==> src/hdl/sfed_map.svh <==
`ifndef SFED_MAP_SVH
`define SFED_MAP_SVH

// ====================================================================
// register byte offsets
`define SFED_ADDR_CFG      8'h00
`define SFED_ADDR_OVR      8'h04
`define SFED_ADDR_BAUD     8'h08
`define SFED_ADDR_CTRL     8'h0C
`define SFED_ADDR_STAT     8'h10
`define SFED_ADDR_TXD      8'h14

// ====================================================================
// field positions
`define SFED_CFG_PAR_LSB   0
`define SFED_CFG_WID_BIT   3
`define SFED_CFG_ESC_LSB   4
`define SFED_OVR_EN_BIT    0
`define SFED_OVR_PAR_LSB   1
`define SFED_CTRL_EXIT_BIT 0

// ====================================================================
// codes and reset values
`define SFED_PAR_NONE      3'h0
`define SFED_PAR_EVEN      3'h1
`define SFED_PAR_ODD       3'h2
`define SFED_PAR_ONE       3'h3
`define SFED_PAR_ZERO      3'h4
`define SFED_WID_7         1'h0
`define SFED_WID_8         1'h1
`define SFED_ESC_OFF       2'h0
`define SFED_ESC_TIMED     2'h1
`define SFED_ESC_PREFIX    2'h2
`define SFED_RST_PAR       3'h0
`define SFED_RST_WID       1'h1
`define SFED_RST_ESC       2'h0
`define SFED_ESC_CHAR      8'h01

// ====================================================================
// timing
`define SFED_CLK_HZ        125000000
`define SFED_GAP_MS        100
`define SFED_GAP_CYCLES    (`SFED_GAP_MS * (`SFED_CLK_HZ / 1000))
`define SFED_BTN_BAUD      38400
`define SFED_BTN_DIV       (`SFED_CLK_HZ / `SFED_BTN_BAUD)

`endif

==> src/hdl/sfed_pkg.sv <==
package sfed_pkg;
	typedef logic [2:0] sfed_par_t;
	typedef logic [1:0] sfed_esc_t;
	typedef enum logic [2:0] {RX_IDLE, RX_START, RX_DATA, RX_PAR, RX_STOP} sfed_rx_st_e;
endpackage : sfed_pkg

==> src/hdl/sfed_top.sv <==
`timescale 1ns/1ns
`include "sfed_map.svh"

// Function
// - parity codes none/even/odd/one/zero, default none
// - forced-one parity bit mimics second stop bit
// - exactly one stop bit, no two-stop option
// - parity generated on transmit, never checked
// - programming mode always uses no parity
// - width code 0 seven, 1 eight, default eight
// - programming mode always uses eight bits
// - cfg settings apply at reset or programming exit
// - active override parity beats stored parity
// - escape type off/timed/prefix, default off
// - timed escape: three 01H after long gaps
// - long-gap 01H counted, not stored
// - short-gap 01H stored, count cleared
// - counted 01H of abandoned escape are lost
// - prefix escape: 01H then non-01H enters
// - prefix 01H 01H stores one 01H
// - button entry forces 38400, escape keeps baud
module sfed_top
#(
	parameter int GAP_CYCLES = `SFED_GAP_CYCLES
)
(
	input  wire logic        clk_sys_in,
	input  wire logic        rst_in,
	input  wire logic        psel_in,
	input  wire logic        penable_in,
	input  wire logic        pwrite_in,
	input  wire logic [7:0]  paddr_in,
	input  wire logic [31:0] pwdata_in,
	output logic [31:0]      prdata_out,
	output logic             pready_out,
	output logic             pslverr_out,
	input  wire logic        serial_rx_in,
	output logic             serial_tx_out,
	input  wire logic        setup_button_in,
	output logic [7:0]       rx_data_out,
	output logic             rx_store_out,
	output logic             rx_cmd_out,
	output logic             prog_mode_out
);
	// ====================================================================
	// declarations
	sfed_pkg::sfed_par_t parity_select_q;
	logic                data_width_select_q;
	sfed_pkg::sfed_esc_t escape_type_select_q;
	logic                ovr_en_q;
	sfed_pkg::sfed_par_t ovr_par_q;
	logic [15:0]         baud_div_q;
	sfed_pkg::sfed_par_t act_par_q;
	logic                act_wid_q;
	sfed_pkg::sfed_esc_t act_esc_q;
	logic                prog_q;
	logic                by_button_q;
	logic                btn1_q;
	logic                btn2_q;
	logic                btn3_q;
	logic [23:0]         gap_q;
	logic                gap_long_q;
	logic [1:0]          esc_cnt_q;
	logic                pend_q;
	logic                tx_busy_q;
	logic [10:0]         tx_sh_q;
	logic [3:0]          tx_left_q;
	logic [15:0]         tx_cnt_q;
	logic                wr_acc;
	logic                exit_req;
	logic                eff_w8;
	sfed_pkg::sfed_par_t eff_par;
	logic [15:0]         div_eff;
	logic                rx_start;
	logic                rx_done;
	logic [7:0]          rx_byte;
	logic [31:0]         rd_d;
	logic                known;

	localparam logic [23:0] GAP_LIM = 24'(GAP_CYCLES);
	localparam logic [15:0] BTN_DIV = 16'(`SFED_BTN_DIV);

	// ====================================================================
	// helpers
	function automatic logic sfed_par_bit(input logic [7:0] d, input logic w8,
		input sfed_pkg::sfed_par_t p);
		logic x;
		x = ^(w8 ? d : {1'b0, d[6:0]});
		case (p)
			`SFED_PAR_EVEN: sfed_par_bit = x;
			`SFED_PAR_ODD:  sfed_par_bit = ~x;
			`SFED_PAR_ONE:  sfed_par_bit = 1'b1;
			default:        sfed_par_bit = 1'b0;
		endcase
	endfunction : sfed_par_bit

	// frame is sent lsb first: start, data, optional parity, one stop
	function automatic logic [10:0] sfed_frame(input logic [7:0] d, input logic w8,
		input sfed_pkg::sfed_par_t p);
		logic [10:0] f;
		f      = 11'h7FF;
		f[0]   = 1'b0;
		f[7:1] = d[6:0];
		if (w8)
			f[8] = d[7];
		if (p != `SFED_PAR_NONE)
		begin
			if (w8)
				f[9] = sfed_par_bit(d, w8, p);
			else
				f[8] = sfed_par_bit(d, w8, p);
		end
		sfed_frame = f;
	endfunction : sfed_frame

	function automatic logic [3:0] sfed_frame_len(input logic w8, input sfed_pkg::sfed_par_t p);
		sfed_frame_len = 4'h9 + {3'h0, w8} + {3'h0, p != `SFED_PAR_NONE};
	endfunction : sfed_frame_len

	// ====================================================================
	// effective framing
	always_comb
	begin
		if (prog_q)
		begin
			eff_w8  = 1'b1;
			eff_par = `SFED_PAR_NONE;
		end
		else
		begin
			eff_w8  = act_wid_q;
			eff_par = ovr_en_q ? ovr_par_q : act_par_q;
		end
		div_eff = (prog_q && by_button_q) ? BTN_DIV : baud_div_q;
	end

	// ====================================================================
	// apb slave: no wait states, ready in the first access cycle, every output is a flop
	assign wr_acc   = psel_in && penable_in && pready_out && pwrite_in;
	assign exit_req = wr_acc && (paddr_in == `SFED_ADDR_CTRL) && pwdata_in[`SFED_CTRL_EXIT_BIT];

	always_comb
	begin
		rd_d  = 32'h0000_0000;
		known = 1'b1;
		if (paddr_in == `SFED_ADDR_CFG)
		begin
			rd_d[`SFED_CFG_PAR_LSB +: 3] = parity_select_q;
			rd_d[`SFED_CFG_WID_BIT]      = data_width_select_q;
			rd_d[`SFED_CFG_ESC_LSB +: 2] = escape_type_select_q;
		end
		else if (paddr_in == `SFED_ADDR_OVR)
		begin
			rd_d[`SFED_OVR_EN_BIT]        = ovr_en_q;
			rd_d[`SFED_OVR_PAR_LSB +: 3]  = ovr_par_q;
		end
		else if (paddr_in == `SFED_ADDR_BAUD)
			rd_d[15:0] = baud_div_q;
		else if (paddr_in == `SFED_ADDR_CTRL)
			rd_d = 32'h0000_0000;
		else if (paddr_in == `SFED_ADDR_STAT)
			rd_d[11:0] = {tx_busy_q, pend_q, esc_cnt_q, act_esc_q, eff_w8, eff_par,
				by_button_q, prog_q};
		else if (paddr_in == `SFED_ADDR_TXD)
			rd_d[0] = tx_busy_q;
		else
			known = 1'b0;
	end

	always_ff @(posedge clk_sys_in or posedge rst_in)
	begin
		if (rst_in)
		begin
			pready_out  <= 1'b0;
			pslverr_out <= 1'b0;
			prdata_out  <= 32'h0000_0000;
		end
		else
		begin
			pready_out  <= psel_in && !penable_in && !pready_out;
			pslverr_out <= psel_in && !penable_in && !pready_out && !known;
			prdata_out  <= (psel_in && !penable_in && !pwrite_in) ? rd_d : 32'h0000_0000;
		end
	end

	// stored settings: written freely; cfg not in force until exit, override and baud act at once
	always_ff @(posedge clk_sys_in or posedge rst_in)
	begin
		if (rst_in)
		begin
			parity_select_q      <= `SFED_RST_PAR;
			data_width_select_q  <= `SFED_RST_WID;
			escape_type_select_q <= `SFED_RST_ESC;
			ovr_en_q             <= 1'b0;
			ovr_par_q            <= `SFED_PAR_NONE;
			baud_div_q           <= BTN_DIV;
		end
		else if (wr_acc)
		begin
			if (paddr_in == `SFED_ADDR_CFG)
			begin
				// out-of-range codes are refused and the old value kept
				if (pwdata_in[`SFED_CFG_PAR_LSB +: 3] <= `SFED_PAR_ZERO)
					parity_select_q <= pwdata_in[`SFED_CFG_PAR_LSB +: 3];
				data_width_select_q <= pwdata_in[`SFED_CFG_WID_BIT];
				if (pwdata_in[`SFED_CFG_ESC_LSB +: 2] <= `SFED_ESC_PREFIX)
					escape_type_select_q <= pwdata_in[`SFED_CFG_ESC_LSB +: 2];
			end
			else if (paddr_in == `SFED_ADDR_OVR)
			begin
				ovr_en_q <= pwdata_in[`SFED_OVR_EN_BIT];
				if (pwdata_in[`SFED_OVR_PAR_LSB +: 3] <= `SFED_PAR_ZERO)
					ovr_par_q <= pwdata_in[`SFED_OVR_PAR_LSB +: 3];
			end
			else if (paddr_in == `SFED_ADDR_BAUD && pwdata_in[15:0] >= 16'h0004)
				baud_div_q <= pwdata_in[15:0];
		end
	end

	// active settings follow the stored ones only on reset or exit
	always_ff @(posedge clk_sys_in or posedge rst_in)
	begin
		if (rst_in)
		begin
			act_par_q <= `SFED_RST_PAR;
			act_wid_q <= `SFED_RST_WID;
			act_esc_q <= `SFED_RST_ESC;
		end
		else if (exit_req && prog_q)
		begin
			act_par_q <= parity_select_q;
			act_wid_q <= data_width_select_q;
			act_esc_q <= escape_type_select_q;
		end
	end

	// ====================================================================
	// receiver and gap timer
	sfed_uart_rx u_rx
	(
		.clk_sys_in (clk_sys_in),
		.rst_in     (rst_in),
		.serial_in  (serial_rx_in),
		.div_in     (div_eff),
		.bits8_in   (eff_w8),
		.par_en_in  (eff_par != `SFED_PAR_NONE),
		.start_out  (rx_start),
		.done_out   (rx_done),
		.data_out   (rx_byte)
	);

	// the gap counter starts saturated so the first character after reset sees a long gap
	always_ff @(posedge clk_sys_in or posedge rst_in)
	begin
		if (rst_in)
		begin
			gap_q      <= GAP_LIM;
			gap_long_q <= 1'b1;
		end
		else
		begin
			if (rx_done)
				gap_q <= 24'h00_0000;
			else if (gap_q < GAP_LIM)
				gap_q <= gap_q + 24'h00_0001;
			if (rx_start)
				gap_long_q <= (gap_q >= GAP_LIM);
		end
	end

	// ====================================================================
	// button synchroniser
	always_ff @(posedge clk_sys_in or posedge rst_in)
	begin
		if (rst_in)
		begin
			btn1_q <= 1'b0;
			btn2_q <= 1'b0;
			btn3_q <= 1'b0;
		end
		else
		begin
			btn1_q <= setup_button_in;
			btn2_q <= btn1_q;
			btn3_q <= btn2_q;
		end
	end

	// ====================================================================
	// escape detection and routing of received characters
	always_ff @(posedge clk_sys_in or posedge rst_in)
	begin
		if (rst_in)
		begin
			prog_q       <= 1'b0;
			by_button_q  <= 1'b0;
			esc_cnt_q    <= 2'h0;
			pend_q       <= 1'b0;
			rx_data_out  <= 8'h00;
			rx_store_out <= 1'b0;
			rx_cmd_out   <= 1'b0;
		end
		else
		begin
			rx_store_out <= 1'b0;
			rx_cmd_out   <= 1'b0;
			if (btn2_q && !btn3_q && !prog_q)
			begin
				prog_q      <= 1'b1;
				by_button_q <= 1'b1;
				esc_cnt_q   <= 2'h0;
				pend_q      <= 1'b0;
			end
			else if (exit_req && prog_q)
			begin
				prog_q      <= 1'b0;
				by_button_q <= 1'b0;
			end
			else if (rx_done)
			begin
				rx_data_out <= rx_byte;
				if (prog_q)
					rx_cmd_out <= 1'b1;
				else if (act_esc_q == `SFED_ESC_TIMED)
				begin
					if (rx_byte == `SFED_ESC_CHAR && gap_long_q)
					begin
						if (esc_cnt_q == 2'h2)
						begin
							prog_q    <= 1'b1;
							esc_cnt_q <= 2'h0;
						end
						else
							esc_cnt_q <= esc_cnt_q + 2'h1;
					end
					else
					begin
						rx_store_out <= 1'b1;
						esc_cnt_q    <= 2'h0;
					end
				end
				else if (act_esc_q == `SFED_ESC_PREFIX)
				begin
					if (!pend_q)
					begin
						if (rx_byte == `SFED_ESC_CHAR)
							pend_q <= 1'b1;
						else
							rx_store_out <= 1'b1;
					end
					else
					begin
						pend_q <= 1'b0;
						if (rx_byte == `SFED_ESC_CHAR)
							rx_store_out <= 1'b1;
						else
							prog_q <= 1'b1;
					end
				end
				else
					rx_store_out <= 1'b1;
			end
		end
	end

	// ====================================================================
	// transmitter; a write while busy is dropped, software polls the busy bit
	always_ff @(posedge clk_sys_in or posedge rst_in)
	begin
		if (rst_in)
		begin
			tx_busy_q     <= 1'b0;
			tx_sh_q       <= 11'h7FF;
			tx_left_q     <= 4'h0;
			tx_cnt_q      <= 16'h0000;
			serial_tx_out <= 1'b1;
		end
		else if (!tx_busy_q)
		begin
			serial_tx_out <= 1'b1;
			if (wr_acc && paddr_in == `SFED_ADDR_TXD)
			begin
				tx_busy_q <= 1'b1;
				tx_sh_q   <= sfed_frame(pwdata_in[7:0], eff_w8, eff_par);
				tx_left_q <= sfed_frame_len(eff_w8, eff_par);
				tx_cnt_q  <= 16'h0000;
			end
		end
		else
		begin
			serial_tx_out <= tx_sh_q[0];
			if (tx_cnt_q >= div_eff - 16'h0001)
			begin
				tx_cnt_q  <= 16'h0000;
				tx_sh_q   <= {1'b1, tx_sh_q[10:1]};
				tx_left_q <= tx_left_q - 4'h1;
				if (tx_left_q == 4'h1)
					tx_busy_q <= 1'b0;
			end
			else
				tx_cnt_q <= tx_cnt_q + 16'h0001;
		end
	end

	always_ff @(posedge clk_sys_in or posedge rst_in)
	begin
		if (rst_in)
			prog_mode_out <= 1'b0;
		else
			prog_mode_out <= prog_q;
	end
endmodule : sfed_top

==> src/hdl/sfed_uart_rx.sv <==
`timescale 1ns/1ns
module sfed_uart_rx
(
	input  wire logic        clk_sys_in,
	input  wire logic        rst_in,
	input  wire logic        serial_in,
	input  wire logic [15:0] div_in,
	input  wire logic        bits8_in,
	input  wire logic        par_en_in,
	output logic             start_out,
	output logic             done_out,
	output logic [7:0]       data_out
);
	logic                 s1_q;
	logic                 s2_q;
	logic                 s3_q;
	sfed_pkg::sfed_rx_st_e st_q;
	logic [15:0]          cnt_q;
	logic [2:0]           idx_q;
	logic [7:0]           sh_q;

	always_ff @(posedge clk_sys_in or posedge rst_in)
	begin
		if (rst_in)
		begin
			s1_q <= 1'b1;
			s2_q <= 1'b1;
			s3_q <= 1'b1;
		end
		else
		begin
			s1_q <= serial_in;
			s2_q <= s1_q;
			s3_q <= s2_q;
		end
	end

	// ====================================================================
	// frame receiver; parity bit is skipped, never checked
	always_ff @(posedge clk_sys_in or posedge rst_in)
	begin
		if (rst_in)
		begin
			st_q      <= sfed_pkg::RX_IDLE;
			cnt_q     <= 16'h0000;
			idx_q     <= 3'h0;
			sh_q      <= 8'h00;
			start_out <= 1'b0;
			done_out  <= 1'b0;
			data_out  <= 8'h00;
		end
		else
		begin
			start_out <= 1'b0;
			done_out  <= 1'b0;
			cnt_q     <= cnt_q + 16'h0001;
			case (st_q)
				sfed_pkg::RX_IDLE:
				begin
					cnt_q <= 16'h0000;
					if (s3_q && !s2_q)
					begin
						st_q      <= sfed_pkg::RX_START;
						start_out <= 1'b1;
					end
				end
				sfed_pkg::RX_START:
					if (cnt_q >= {1'b0, div_in[15:1]})
					begin
						cnt_q <= 16'h0000;
						idx_q <= 3'h0;
						// a glitch shorter than half a bit is not a start
						st_q  <= s2_q ? sfed_pkg::RX_IDLE : sfed_pkg::RX_DATA;
					end
				sfed_pkg::RX_DATA:
					if (cnt_q >= div_in - 16'h0001)
					begin
						cnt_q <= 16'h0000;
						sh_q  <= {s2_q, sh_q[7:1]};
						idx_q <= idx_q + 3'h1;
						if (idx_q == (bits8_in ? 3'h7 : 3'h6))
							st_q <= par_en_in ? sfed_pkg::RX_PAR : sfed_pkg::RX_STOP;
					end
				sfed_pkg::RX_PAR:
					if (cnt_q >= div_in - 16'h0001)
					begin
						cnt_q <= 16'h0000;
						st_q  <= sfed_pkg::RX_STOP;
					end
				sfed_pkg::RX_STOP:
					// stay to the end of the stop bit so the gap starts there
					if (cnt_q >= div_in + {1'b0, div_in[15:1]} - 16'h0001)
					begin
						st_q     <= sfed_pkg::RX_IDLE;
						done_out <= 1'b1;
						data_out <= bits8_in ? sh_q : {1'b0, sh_q[7:1]};
					end
				default:
					st_q <= sfed_pkg::RX_IDLE;
			endcase
		end
	end
endmodule : sfed_uart_rx

==> config.mk <==
export PLATFORM = sky130hd
export DESIGN_NAME = sfed_top
export DESIGN_NICKNAME = d
export VERILOG_FILES = /design/src/hdl/sfed_pkg.sv /design/src/hdl/sfed_top.sv /design/src/hdl/sfed_uart_rx.sv
export VERILOG_INCLUDE_DIRS = /design/src /design/src/hdl
export SDC_FILE = /design/constraint.sdc
export NUM_CORES = 1
export LEC_CHECK = 0
export CAP_MARGIN = 25
export CELL_PAD_IN_SITES_DETAIL_PLACEMENT = 1
export CELL_PAD_IN_SITES_GLOBAL_PLACEMENT = 1
export CORE_MARGIN = 3
export CORE_UTILIZATION = 45
export DETAILED_ROUTE_END_ITERATION = 10
export DONT_BUFFER_PORTS = 1
export HOLD_SLACK_MARGIN = 0.15
export PLACE_DENSITY = 0.73
export SKIP_LAST_GASP = 1
export SLEW_MARGIN = 20
export SYNTH_ARGS = -nofsm -noshare
export SYNTH_HDL_FRONTEND = slang
export SYNTH_SLANG_ARGS = --single-unit
==> constraint.sdc <==
create_clock -name clk_sys_in -period 10.63 [get_ports clk_sys_in]
set_input_delay 0.5315 -clock clk_sys_in [delete_from_list [all_inputs] [get_ports clk_sys_in]]
set_output_delay 0.5315 -clock clk_sys_in [all_outputs]
set_load 0.05 [all_outputs]
# Word-level counts from Yosys, hierarchy flattened
# Index checks and enable logic that the tools add are counted.
[word_totals]
register_bits = 186
output_inout_bits = 46
[op_classes]
n_addsub = 11
n_lt_le_gt_ge = 10
n_eq_ne = 28
n_mux = 102
bitwise_logic = 5
n_reduce_logical = 51
[op_table]
columns = ["operator", "n"]
rows = [
  ["$mux 16", 7],
  ["$mux 1", 54],
  ["$ge 16x16->1", 3],
  ["$mux 24", 2],
  ["$pmux 16 s3", 1],
  ["$mux 11", 4],
  ["$mux 3", 11],
  ["$add 16x1->16 const B", 2],
  ["$mux 32", 1],
  ["$sub 16x1->16 const B", 2],
  ["$mux 26", 1],
  ["$add 24x1->24 const B", 1],
  ["$ge 24x24->1 const B", 1],
  ["$lt 24x24->1 const B", 1],
  ["$mux 12", 2],
  ["$mux 2", 9],
  ["$logic_and 1x1->1", 17],
  ["$add 16x15->16", 1],
  ["$eq 8x4->1 const B", 2],
  ["$eq 8x5->1 const B", 2],
  ["$ge 16x15->1", 1],
  ["$ge 16x3->1 const B", 1],
  ["$mux 4", 4],
  ["$mux 8", 2],
  ["35 further kinds", 75],
]

# Logic depth before layout (Yosys ltp)
# Gate-level depths: netlist (run 1).
[logic_depth]
word_depth = 9
mapped_depth = 23

# Cells and area by module
# From an unflattened synthesis (run 1), not the netlist that was laid out.
[hier_totals]
cells_unflattened = 1187
area_unflattened_um2 = 11354.6
[modules_own_cells]
columns = ["module", "instances", "cells_each", "area_per_inst_um2"]
rows = [
  ["sfed_top", 1, 721, 7103.1],
  ["sfed_uart_rx", 1, 466, 4251.6],
]

# Worst setup path before layout (run 1)
# Ideal clock, no wire load.
[synth_path]
path_type = "register to register"
startpoint = "reg by_button_q"
endpoint = "reg u_rx.data_out[0]"
setup_ns = 0.125
t_arrival_ns = 4.685
slack_ns = 5.820
stages_incl_launch_ff = 23
cell_sequence = "dfrtp_1 -> buf_2 -> and2_1 -> buf_2 -> buf_1 -> or3_1 -> ha_1 -> fa_1 -> a21o_1 -> a21oi_1 -> o21bai_1 -> a21oi_1 -> o21ai_0 -> a21oi_1 -> xor2_1 -> ha_1 -> a21o_1 -> a221o_1 -> a221oi_1 -> o21a_1 -> nor2b_1 -> clkbuf_1 -> mux2_2"
[synth_between]
elab_chain_cells = 6
[synth_rtl]
columns = ["item", "line_no", "text"]
rows = [
  ["from (decl)", "sfed_top.sv:57", "logic by_button_q;"],
  ["from (signal assigned)", "sfed_top.sv:296", "by_button_q <= 1'b0;"],
  ["from (signal assigned)", "sfed_top.sv:310", "by_button_q <= 1'b1;"],
  ["from (signal assigned)", "sfed_top.sv:317", "by_button_q <= 1'b0;"],
  ["$logic_and 1x1->1", "sfed_top.sv:134", "div_eff = (prog_q && by_button_q) ? BTN_DIV : baud_div_q;"],
  ["$mux 16", "sfed_top.sv:134", ""],
  ["$add 16x15->16", "sfed_uart_rx.sv:92", "if (cnt_q >= div_in + {1'b0, div_in[15:1]} - 16'h0001)"],
  ["$sub 16x1->16", "sfed_uart_rx.sv:92", ""],
  ["$ge 16x16->1", "sfed_uart_rx.sv:92", ""],
  ["$reduce_and 2->1 (no line)", "-", ""],
  ["to (signal assigned)", "sfed_uart_rx.sv:96", "data_out <= bits8_in ? sh_q : {1'b0, sh_q[7:1]};"],
  ["to (decl)", "sfed_uart_rx.sv:12", "output logic [7:0] data_out"],
]
# Every way passes these cells.
# A chain may end at the register's enable or synchronous reset.

# Worst setup path in the final report (run 1)
[layout_path]
startpoint = "reg prog_q"
endpoint = "reg u_rx.data_out[2]"
[layout_between]
elab_chain_cells = 6
[layout_rtl]
columns = ["item", "line_no", "text"]
rows = [
  ["from (decl)", "sfed_top.sv:56", "logic prog_q;"],
  ["from (signal assigned)", "sfed_top.sv:295", "prog_q <= 1'b0;"],
  ["from (signal assigned)", "sfed_top.sv:309", "prog_q <= 1'b1;"],
  ["from (signal assigned)", "sfed_top.sv:316", "prog_q <= 1'b0;"],
  ["$logic_and 1x1->1", "sfed_top.sv:134", ""],
  ["$mux 16", "sfed_top.sv:134", ""],
  ["$add 16x15->16", "sfed_uart_rx.sv:92", ""],
  ["$sub 16x1->16", "sfed_uart_rx.sv:92", ""],
  ["$ge 16x16->1", "sfed_uart_rx.sv:92", ""],
  ["$reduce_and 2->1 (no line)", "-", ""],
]
# Parallel ways exist; a longest one is shown, timed or not.

==> results of run 1 <==
-- critical path: cells and delay by family (launching register included) --
family	cells	cell delay [ns]
AND/OR/NAND/NOR	5	1.96
buffers and inverters	2	0.33
AO/OA/AOI/OAI	8	1.42
flip-flops	1	0.33
adder cells (fa/ha/maj)	3	0.97
multiplexers	1	0.42
XOR/XNOR	1	0.09
-- worst min path at each step --
stage,end,slack (ns),depth (start not counted)
after floorplan,btn2_q$_DFF_PP0_,0.33,0
after global placement,btn2_q$_DFF_PP0_,0.34,0
after detailed placement,btn2_q$_DFF_PP0_,0.35,0
after CTS,rx_cmd_out$_DFF_PP0_,0.18,1
after global routing,rx_cmd_out$_DFF_PP0_,0.18,1
final,rx_cmd_out$_DFF_PP0_,0.19,1
-- cell usage after synthesis, drive strengths merged, types with 4 or more instances --
| cell type | number |
|---|---|
| a211oi | 4 |
| a21o | 23 |
| a21oi | 43 |
| a221oi | 4 |
| a22oi | 13 |
| a31oi | 15 |
| and2 | 10 |
| and3 | 17 |
| and4 | 6 |
| buf | 25 |
| clkbuf | 30 |
| dfrtp | 132 |
| dfstp | 37 |
| ha | 93 |
| inv | 46 |
| mux2 | 53 |
| mux2i | 9 |
| nand2 | 88 |
| nand2b | 19 |
| nand3 | 31 |
| nand4 | 14 |
| nor2 | 115 |
| nor2b | 9 |
| nor3 | 21 |
| nor3b | 7 |
| nor4 | 8 |
| o21a | 4 |
| o21ai | 54 |
| o221a | 7 |
| o31ai | 5 |
| or2 | 9 |
| or3 | 7 |
| xnor2 | 37 |
| xor2 | 47 |
-- final cells by class --
class | count | area (sq um)
inverters | 46 | 178
repair buffers | 10 | 93.8
well taps | 313 | 392
fillers | 2644 | 11400
clock buffers | 19 | 443
clock inverters | 13 | 174
flip-flops and latches | 169 | 4280
multi-input cells | 835 | 5910
-- per-layer routing --
metal,part of all wire (%),GRT usage (%),vias to the layer above,wire [um]
met5,0,0,-,0
met4,1.7,6.65,0,463
met3,4.0,4.53,26,1130
met2,48,37.7,143,13400
met1,46,29.8,4065,13000
li1,-,-,3798,-
-- kinds of logic (layout without fill, tap and decap cells) --
logic type	Yosys count	after routing	share of synthesized area [%]
flops	169	169	40.4
other cells	1	16	0.0354
simple gates	373	373	17.7
compound gates	205	205	12.8
xor+xnor	84	84	6.95
buf+inv	101	88	4.32
mux	62	62	6.49
fa+ha+maj	95	95	11.3
-- power groups by stage --
stage	Sequential, mW	Clock (mW)	Combinational, mW
floorplan	0.727	0	0.266
global placement	0.747	0	0.316
detailed placement	0.750	0	0.335
CTS	0.739	0.667	0.343
global route	0.745	0.697	0.390
finish	0.740	0.652	0.341
-- per-stage QoR --
stage                     std cells  power, mW  area (sq um)  hold WS [ns]
after floorplan                1105      0.994         10600         0.331
after CTS                      1403       1.75         11400         0.176
after detailed placement       1368       1.09         10800         0.346
after global routing           1405       1.83         11500         0.179
after global placement         1368       1.06         10800         0.336
final                          1405       1.73         11500         0.190
-- flip-flops by register name, indices dropped and copies added (netlist names), 2 cells and up --
| signal | count |
|---|---|
| prdata_out | 16 |
| ovr_par_q | 3 |
| act_esc_q | 2 |
| parity_select_q | 3 |
| escape_type_select_q | 2 |
| tx_cnt_q | 16 |
| u_rx.idx_q | 3 |
| tx_sh_q | 10 |
| tx_left_q | 4 |
| u_rx.sh_q | 8 |
| u_rx.cnt_q | 16 |
| baud_div_q | 16 |
| rx_data_out | 8 |
| u_rx.data_out | 8 |
| u_rx.st_q | 3 |
| esc_cnt_q | 2 |
| gap_q | 24 |
| act_par_q | 3 |
-- timing repair --
item	in CTS	in global routing
hold buffers	3	0
hold endpoints to repair	49	0
gates resized for setup	0	0
setup buffers	0	0
==> summary.md, run 1 <==
| Metric | Value |
|---|---|
| Crit share post-route | `between 50% and 60%` |
| Synthesis-stage register bit count | `between 150 and 200` |
| Seq pwr share | `between 40% and 50%` |
| Syn_area_per_cell | `9.71 sq um` |
| Kind of critical path | `reg2reg` |
| P per Cell Area | `151 nW/um^2` |
| Reg-to-reg setup timing slack | `slightly below 5 ns` |
| Final ANT Viol Nets | `0` |
| Num CTS Buffers | `17` |
| Synthesized instance count | `between 1000 and 1500` |
| Gr ovfl total | `0` |
| Fin nets | `~1200` |
| Number of synthesized flops with an enable pin | `0` |
| CTS tree | `done` |
| Worst slack at placement | `between 4 and 5 ns` |
| Initial antenna violation count | `0` |
| Setup WS post-layout | `~5 ns` |
| Max FO, Critical Path | `21` |
| Worst rel slew slack | `between 20% and 30%` |
| Port buffer count | `0` |
| Slowest cell on crit path | `and2_1` |
| Boundary pin count | `93` |
| Peak VDD IR | `approximately 95 uV` |
| Clk sinks | `roughly 170` |
| Ant diodes | `0` |
| Tightest Hold Check Type | `in2reg` |
| Syn. warnings | `0` |
| Synth area leader | `dfrtp_1` |
| Post-synthesis cell type count | `76` |
| Crit. Startpoint | `prog_q$_DFFE_PP0P_` |
| Total GRT Usage | `between 20% and 30%` |
| Lkg Pwr | `around 5.3 nW` |
| Worst-path cell chain | `buf_4 -> and2_1 -> nor2_1 -> ha_1 -> inv_1 -> ha_1 -> a21o_1 -> a21oi_1 -> o21bai_1 -> a21oi_1 -> o21ai_0 -> a21oi_1 -> xor2_1 -> ha_1 -> and3_1 -> and4_1 -> a221oi_1 -> o21a_1 -> nor2b_1 -> mux2_2` |
| Detailed Routing Iterations Pass 1 | `5` |
| Skew-Pair Late Insertion Delay | `~0.44 ns` |
| P&R area growth vs syn | `8.31%` |
| Die H | `between 150 and 200 um` |
| Final Max Slew Viols | `0` |
| Crit-path max cell delay | `just under 0.7 ns` |
| Register area share after synthesis | `between 40 and 50%` |
| Clock power share | `approximately 38%` |
| Final Hold Viols | `0` |
| Setup TNS | `0 ns` |
| Critical hold path startpoint | `pwdata_in[0]` |
| Finished Core Util | `about half` |
| Switch Pwr | `567 uW` |
| Clk_skew | `about 0.014 ns` |
| Post-Route WL | `27.9 mm` |
| Fmax | `0.177 GHz` |
| First-pass GRT wire length | `between 40 and 50 mm` |
| Top cells by area, synth | `dfrtp_1 31%, ha_1 11%, dfstp_2 9.2%, mux2_2 5.6%, nor2_1 4.0%` |
| Most common cell after layout, fill and taps aside | `dfrtp_1` |
| Setup crit start kind | `register` |
| Clock Path Buffers | `2` |
| Post-synthesis cell area | `10600 sq um` |
| Power Internal | `between 1 and 1.5 mW` |
| Most frequent cells in the layout | `132 x dfrtp_1, 114 x nor2_1, 93 x ha_1, 88 x nand2_1, 53 x mux2_2` |
| RSZ-0062 raised after global routing | `false` |
| Chip width | `roughly 160 um` |
| CP endpoint | `u_rx.data_out[2]$_DFFE_PP0P_` |
| Via-per-instance ratio | `around 5.7` |
| Min Tclk post-route | `roughly 5.7 ns` |
| R2R Path End | `u_rx.data_out[2]$_DFFE_PP0P_` |
| Worst-path clk slew | `approximately 0.080 ns` |
| Synth async-reset ratio | `100%` |
| DRC viols | `0` |
| Top-area cell type share of the netlist area | `31.2%` |
| Iteration-0 DRC Markers | `between 200 and 300` |
| GP Congestion | `~0.86` |
| Count of final setup violators | `0` |
| Routed vias | `roughly 8000` |
| Commonest register cell after synthesis | `dfrtp_1` |
| Reg-to-Reg Start | `prog_q$_DFFE_PP0P_` |
| Clock H-tree levels | `4` |
| Routed len/inst | `around 20 um` |
| Layout cell share with drive strength beyond 1 | `between 10% and 20%` |
| CP Capture Type | `register` |
| Die ar. | `25400 sq um` |
| DP HPWL | `about 20 mm` |
| Path depth of the worst reg2reg path | `20` |
| Root Driver | `clkbuf_16` |
| Critical path required time | `around 11 ns` |
| Switching Share | `32.7%` |
| Core footprint | `22800 sq um` |
| Max Cap Viol | `0` |
| Site Rows | `55` |
| Vias in the first global route | `about 8600` |
| Largest net degree at the start of global routing | `61` |
| Crit path DAT | `between 5 and 6 ns` |
| Status | `complete, no violations` |
| Initial core utilization | `46.3%` |
| Worst slew pin tran | `about 1.0 ns` |
| Combinational Power Share | `19.7%` |
(Power assumes the default switching activity.)
==> run 2, diff against run 1 <==
- clock period: 10.63 -> 5.4 ns (I/O delays scaled with it)
==> summary.md, run 2 (same netlist as run 1, synthesis figures left out) <==
| Metric | Value |
|---|---|
| Most common cell after layout, fill and taps aside | `dfrtp_1 (unchanged)` |
| Skew-Pair Late Insertion Delay | `0.44 ns (about the same)` |
| Critical hold path startpoint | `paddr_in[3] (was pwdata_in[0])` |
| Clk sinks | `169 (unchanged)` |
| Placed Cells | `1374 (was 1368)` |
| RSZ-0062 raised after global routing | `false (unchanged)` |
| Crit path DAT | `5.20 ns (was 5.99 ns)` |
| Boundary pin count | `93 (unchanged)` |
| Core footprint | `22800 sq um (unchanged)` |
| Non-Filler Instances | `1433 (was 1405)` |
| Fin nets | `1247 (was 1220)` |
| CTS tree | `done (unchanged)` |
| Switching Share | `32.7% (about the same)` |
| WHS Endpoint | `pslverr_out$_DFF_PP0_ (was rx_cmd_out$_DFF_PP0_)` |
| P&R area growth vs syn | `10.7% (was 8.31%)` |
| Max reg flops | `24 (unchanged)` |
| Final Hold Viols | `0 (unchanged)` |
| Setup crit start kind | `register (unchanged)` |
| Hold-critical path depth | `2 (was 1)` |
| Routed vias | `8179 (was 8032)` |
| Max FO, Critical Path | `13 (was 21)` |
| Placed cell area | `10800 sq um (about the same)` |
| Setup TNS | `0 ns (unchanged)` |
| Site Rows | `55 (unchanged)` |
| Kind of critical path | `reg2reg (unchanged)` |
| Clk_skew | `0.0143 ns (was 0.0137 ns)` |
| Post-Route WL | `28.1 mm (was 27.9 mm)` |
| Gr ovfl total | `0 (unchanged)` |
| Peak VDD IR | `235 uV (was 95.4 uV)` |
| First-pass GRT wire length | `46.4 mm (about the same)` |
| Detailed Routing Iterations Pass 1 | `5 (unchanged)` |
| Initial antenna violation count | `1 (was 0)` |
| Final ANT Viol Nets | `0 (unchanged)` |
| Min Tclk post-route | `4.88 ns (was 5.66 ns)` |
| Max Cap Viol | `0 (unchanged)` |
| Initial core utilization | `46.3% (unchanged)` |
| Worst slew pin tran | `0.935 ns (was 1.05 ns)` |
| Tightest Hold Check Type | `in2reg (unchanged)` |
| Critical path required time | `5.72 ns (was 10.96 ns)` |
| Count of final setup violators | `0 (unchanged)` |
| Post-CTS sizing | `0 (unchanged)` |
| Routed len/inst | `19.6 um (was 19.9 um)` |
| Root Driver | `clkbuf_16 (unchanged)` |
| Final Max Slew Viols | `0 (unchanged)` |
| Worst rel slew slack | `37.2% (was 29.6%)` |
| Reg-to-reg setup timing slack | `0.52 ns (was 4.97 ns)` |
| Total GRT Usage | `22.4% (was 22.5%)` |
| Die ar. | `25400 sq um (unchanged)` |
| Die H | `159 um (unchanged)` |
| Clock H-tree levels | `4 (unchanged)` |
| Chip width | `159 um (unchanged)` |
| Via-per-instance ratio | `5.71 (was 5.72)` |
| DRC viols | `0 (unchanged)` |
| Vias in the first global route | `8842 (was 8641)` |
| Power Internal | `2.31 mW (was 1.17 mW)` |
| P per Cell Area | `293 nW/um^2 (was 151 nW/um^2)` |
| Fmax | `0.205 GHz (was 0.177 GHz)` |
| Worst-path clk slew | `0.08 ns (about the same)` |
| Lkg Pwr | `5.41 nW (was 5.29 nW)` |
| Switch Pwr | `1.12 mW (was 567 uW)` |
| Clock Path Buffers | `2 (unchanged)` |
| Crit. Startpoint | `by_button_q$_DFFE_PP0P_ (was prog_q$_DFFE_PP0P_)` |
| CP Capture Type | `register (unchanged)` |
| Clock power share | `37.6% (about the same)` |
| Crit share post-route | `90.4% (was 53.3%)` |
| Num CTS Buffers | `17 (unchanged)` |
| Post-CTS Repair Setup Buffers | `0 (unchanged)` |
| DP HPWL | `20.5 mm (was 20.4 mm)` |
| Port buffer count | `0 (unchanged)` |
| Most frequent cells in the layout | `131 x dfrtp_1, 114 x nor2_1, 93 x ha_1, 88 x nand2_1, 53 x mux2_2 (was 132 x dfrtp_1, 114 x nor2_1, 93 x ha_1, 88 x nand2_1, 53 x mux2_2)` |
| Status | `complete, no violations (unchanged)` |
| Iteration-0 DRC Markers | `400 (was 292)` |
| Combinational Power Share | `20.0% (was 19.7%)` |
| Path depth of the worst reg2reg path | `19 (was 20)` |
| Reg-to-Reg Start | `by_button_q$_DFFE_PP0P_ (was prog_q$_DFFE_PP0P_)` |
| Final instance area | `11700 sq um (was 11500 sq um)` |
| Largest net degree at the start of global routing | `67 (was 61)` |
| Top reg by flops | `gap_q (unchanged)` |
| GP Congestion | `0.863 (about the same)` |
| R2R Path End | `u_rx.data_out[6]$_DFFE_PP0P_ (was u_rx.data_out[2]$_DFFE_PP0P_)` |
| Seq pwr share | `42.3% (was 42.7%)` |
| Layout cell share with drive strength beyond 1 | `14.8% (was 14.6%)` |
## run 2: worst max-delay path, cell delays in order, from the launching register on
cell	delay (ns)
dfrtp_1	0.37
and2_1	0.32
or3_1	0.40
ha_1	0.23
fa_1	0.42
a21o_1	0.18
a21oi_1	0.25
o21bai_1	0.09
a21oi_1	0.21
o21ai_0	0.11
a21oi_1	0.18
xor2_1	0.18
ha_1	0.26
a21o_1	0.18
a221o_1	0.34
a221oi_1	0.36
o21a_1	0.20
nor2b_1	0.06
buf_4	0.17
mux2_2	0.27
## run 2: power by group through the flow
stage	Combinational (mW)	Sequential (mW)	Clock, mW
CTS	0.694	1.45	1.32
detailed placement	0.670	1.47	0
finish	0.687	1.45	1.29
global route	0.789	1.46	1.37
global placement	0.636	1.47	0
floorplan	0.525	1.43	0
## run 2: how the worst max path moves through the flow
stage                     slack (ns)  cells past startpoint                      endpoint
after detailed placement        0.47                     19  u_rx.data_out[3]$_DFFE_PP0P_
final                           0.52                     19  u_rx.data_out[6]$_DFFE_PP0P_
after floorplan                 0.59                     22  u_rx.data_out[0]$_DFFE_PP0P_
after CTS                       0.45                     19  u_rx.data_out[6]$_DFFE_PP0P_
after global routing            0.08                     19  u_rx.data_out[4]$_DFFE_PP0P_
after global placement          0.57                     19  u_rx.data_out[4]$_DFFE_PP0P_
## run 2: through the flow
step / util, % / power (mW) / hold slack [ns] / setup slack, ns
2_1_floorplan: - / 1.96 / 0.274 / 0.590
6_report: 51.3 / 3.43 / 0.172 / 0.518
5_1_grt: 51.3 / 3.63 / 0.168 / 0.0841
4_1_cts: 51.2 / 3.46 / 0.152 / 0.446
3_3_place_gp: 47.4 / 2.10 / 0.252 / 0.572
3_5_place_dp: 47.4 / 2.14 / 0.249 / 0.472
## run 2: per-layer routing
layer  routed length, um  part of all wire (%)  track usage (%)  vias to the layer above
met5                   0                     0                0                        -
met4                 641                   2.3             6.29                        0
met3                1050                   3.7             4.34                       41
met2               13600                    48             37.8                      149
met1               12900                    46             29.7                     4134
li1                    -                     -                -                     3855
## run 2: area by class of cell
class                   count  area, sq um
fillers                  2599        11100
multi-input cells         835         5910
flip-flops and latches    169         4280
clock buffers              18          439
well taps                 313          392
repair buffers             37          344
inverters                  46          178
clock inverters            14          174
diodes                      1         2.50
## run 2: timing repair
item                                    CTS  global route
endpoints found under the setup margin    0             0
hold buffers                             25             0
endpoints found under the hold margin    83             0
==> run 3, diff against run 2 <==
- CORE_ASPECT_RATIO: default -> 0.8
==> summary.md, run 3 (same netlist as run 1, synthesis figures left out) <==
| Metric | Value |
|---|---|
| CTS tree | `done (unchanged)` |
| P per Cell Area | `287 nW/um^2 (was 293 nW/um^2)` |
| Non-Filler Instances | `1426 (was 1433)` |
| WHS Endpoint | `ovr_en_q$_DFFE_PP0P_ (was pslverr_out$_DFF_PP0_)` |
| Min Tclk post-route | `4.99 ns (was 4.88 ns)` |
| Detailed Routing Iterations Pass 1 | `5 (unchanged)` |
| Clk sinks | `169 (unchanged)` |
| Worst slew pin tran | `0.927 ns (was 0.935 ns)` |
| First-pass GRT wire length | `46.8 mm (was 46.4 mm)` |
| Final ANT Viol Nets | `0 (unchanged)` |
| Num CTS Buffers | `17 (unchanged)` |
| Crit share post-route | `92.4% (was 90.4%)` |
| Via-per-instance ratio | `5.72 (was 5.71)` |
| Power Internal | `2.24 mW (was 2.31 mW)` |
| Worst slack at placement | `0.380 ns (was 0.472 ns)` |
| Clock Path Buffers | `2 (unchanged)` |
| Clock power share | `36.1% (was 37.6%)` |
| Post-CTS Repair Setup Buffers | `0 (unchanged)` |
| Post-Route WL | `28.8 mm (was 28.1 mm)` |
| CP Capture Type | `register (unchanged)` |
| Site Rows | `49 (was 55)` |
| Count of final setup violators | `0 (unchanged)` |
| Kind of critical path | `reg2reg (unchanged)` |
| Most common cell after layout, fill and taps aside | `dfrtp_1 (unchanged)` |
| R2R Path End | `u_rx.data_out[7]$_DFFE_PP0P_ (was u_rx.data_out[6]$_DFFE_PP0P_)` |
| P&R area growth vs syn | `10.5% (was 10.7%)` |
| Crit-path max cell delay | `0.47 ns (was 0.42 ns)` |
| Hold-critical path depth | `2 (unchanged)` |
| Clk_skew | `0.0115 ns (was 0.0143 ns)` |
| Lkg Pwr | `5.39 nW (was 5.41 nW)` |
| Port buffer count | `0 (unchanged)` |
| Most frequent cells in the layout | `132 x dfrtp_1, 114 x nor2_1, 93 x ha_1, 88 x nand2_1, 53 x mux2_2 (was 131 x dfrtp_1, 114 x nor2_1, 93 x ha_1, 88 x nand2_1, 53 x mux2_2)` |
| Crit path buf inv count | `2 (was 1)` |
| Max reg flops | `24 (unchanged)` |
| Routed vias | `8163 (was 8179)` |
| Ant diodes | `0 (was 1)` |
| Path depth of the worst reg2reg path | `20 (was 19)` |
| Max FO, Critical Path | `10 (was 13)` |
| Die H | `143 um (was 159 um)` |
| Chip width | `177 um (was 159 um)` |
| RSZ-0062 raised after global routing | `false (unchanged)` |
| Core footprint | `22800 sq um (about the same)` |
| Vias in the first global route | `8423 (was 8842)` |
| GP Congestion | `0.855 (was 0.863)` |
| Final Hold Viols | `0 (unchanged)` |
| Setup crit start kind | `register (unchanged)` |
| Switch Pwr | `1.11 mW (was 1.12 mW)` |
| Initial antenna violation count | `0 (was 1)` |
| Root Driver | `clkbuf_16 (unchanged)` |
| Status | `complete, no violations (unchanged)` |
| Total GRT Usage | `23.5% (was 22.4%)` |
| DRC viols | `0 (unchanged)` |
| DP HPWL | `20.8 mm (was 20.5 mm)` |
| Max Cap Viol | `0 (unchanged)` |
| Setup WS post-layout | `0.409 ns (was 0.518 ns)` |
| Layout cell share with drive strength beyond 1 | `14.6% (was 14.8%)` |
| Reg-to-Reg Start | `prog_q$_DFFE_PP0P_ (was by_button_q$_DFFE_PP0P_)` |
| Critical hold path startpoint | `pwdata_in[0] (was paddr_in[3])` |
| Reg-to-reg setup timing slack | `0.41 ns (was 0.52 ns)` |
| Iteration-0 DRC Markers | `611 (was 400)` |
| # fillers | `2610 (was 2599)` |
| Worst-path clk slew | `0.08 ns (about the same)` |
| Placed Cells | `1365 (was 1374)` |
| Initial core utilization | `46.4% (was 46.3%)` |
| Peak VDD IR | `227 uV (was 235 uV)` |
| Switching Share | `33.2% (was 32.7%)` |
| Largest net degree at the start of global routing | `62 (was 67)` |
| Die ar. | `25400 sq um (about the same)` |
| Crit path DAT | `5.32 ns (was 5.20 ns)` |
| Boundary pin count | `93 (unchanged)` |
| Setup TNS | `0 ns (unchanged)` |
| Worst-path cell chain | `and2_1 -> nor2_1 -> ha_1 -> inv_1 -> ha_1 -> a21o_1 -> a21oi_1 -> o21bai_1 -> a21oi_1 -> o21ai_0 -> a21oi_1 -> xor2_1 -> ha_1 -> a21o_1 -> a221o_1 -> a221oi_1 -> o21a_1 -> nor2b_1 -> buf_4 -> mux2_2 (was and2_1 -> or3_1 -> ha_1 -> fa_1 -> a21o_1 -> a21oi_1 -> o21bai_1 -> a21oi_1 -> o21ai_0 -> a21oi_1 -> xor2_1 -> ha_1 -> a21o_1 -> a221o_1 -> a221oi_1 -> o21a_1 -> nor2b_1 -> buf_4 -> mux2_2)` |
| Worst rel slew slack | `37.8% (was 37.2%)` |
| Seq pwr share | `43.3% (was 42.3%)` |
| Clock H-tree levels | `4 (unchanged)` |
| Finished Core Util | `51.3% (about the same)` |
| Gr ovfl total | `0 (unchanged)` |
| Routed len/inst | `20.2 um (was 19.6 um)` |
| Critical path required time | `5.73 ns (was 5.72 ns)` |
| Skew-Pair Late Insertion Delay | `0.45 ns (was 0.44 ns)` |
| Fin nets | `1248 (was 1247)` |
| CP delay by family, top | `compound AO/OA/AOI/OAI gates (unchanged)` |
| Fmax | `0.200 GHz (was 0.205 GHz)` |
| Slowest cell on crit path | `dfrtp_1 (was fa_1)` |
| Combinational Power Share | `20.6% (was 20.0%)` |
| Top reg by flops | `gap_q (unchanged)` |
| Tightest Hold Check Type | `in2reg (unchanged)` |
| Final Max Slew Viols | `0 (unchanged)` |
run 3: cell count changes in the layout (fill, tap and decap cells not counted), moves of 2 or more:
| cell | previous run | this run |
|---|---|---|
| buf_4 | 11 | 9 |
| dlygate4sd3_1 | 25 | 27 |
| inv_8 | 5 | 3 |
| inv_6 | 4 | 6 |
run 3: area by class of cell:
class	count	area (sq um)	area share, %
Sequential cell	169	4280	36.5
Multi-Input combinational cell	835	5920	50.6
Timing Repair Buffer	38	380	3.25
Inverter	46	178	1.52
Clock buffer	18	429	3.67
Clock inverter	14	135	1.16
Tap cell	306	383	3.27
run 3: metal layers:
layer	track usage [%]	routed length, um	up-vias
li1	-	-	3853
met1	35.0	14500	4110
met2	34.9	12600	168
met3	5.10	1330	32
met4	5.53	331	0
met5	0	0	-
run 3: worst max-delay path by stage:
stage                              endpoint                     from  depth (start not counted)  slack (ns)
2_1_floorplan  u_rx.data_out[0]$_DFFE_PP0P_  by_button_q$_DFFE_PP0P_                         22        0.59
3_3_place_gp        u_rx.cnt_q[9]$_DFF_PP0_       prog_q$_DFFE_PP0P_                         15        0.53
3_5_place_dp         tx_sh_q[8]$_DFFE_PP1P_       prog_q$_DFFE_PP0P_                         14        0.38
4_1_cts              tx_sh_q[8]$_DFFE_PP1P_       prog_q$_DFFE_PP0P_                         14        0.35
5_1_grt            tx_cnt_q[12]$_DFFE_PP0P_       prog_q$_DFFE_PP0P_                         14        0.08
6_report       u_rx.data_out[7]$_DFFE_PP0P_       prog_q$_DFFE_PP0P_                         20        0.41
run 3: repair_timing:
action	CTS	global route
resized for setup	0	1
setup endpoints to repair	0	1
hold buffers	27	0
endpoints found under the hold margin	88	0
run 3: power groups by stage:
stage / clock (mW) / combinational (mW) / sequential [mW]
after global placement: 0 / 0.631 / 1.47
final: 1.21 / 0.689 / 1.45
after CTS: 1.23 / 0.692 / 1.45
after detailed placement: 0 / 0.668 / 1.47
after floorplan: 0 / 0.525 / 1.43
after global routing: 1.28 / 0.789 / 1.46
run 3: metrics by stage:
stage / hold WS, ns / power (mW) / cell area (sq um)
after floorplan: 0.274 / 1.96 / 10600
after global placement: 0.202 / 2.10 / 10800
after detailed placement: 0.213 / 2.14 / 10800
after CTS: 0.152 / 3.37 / 11700
after global routing: 0.174 / 3.54 / 11700
final: 0.172 / 3.35 / 11700
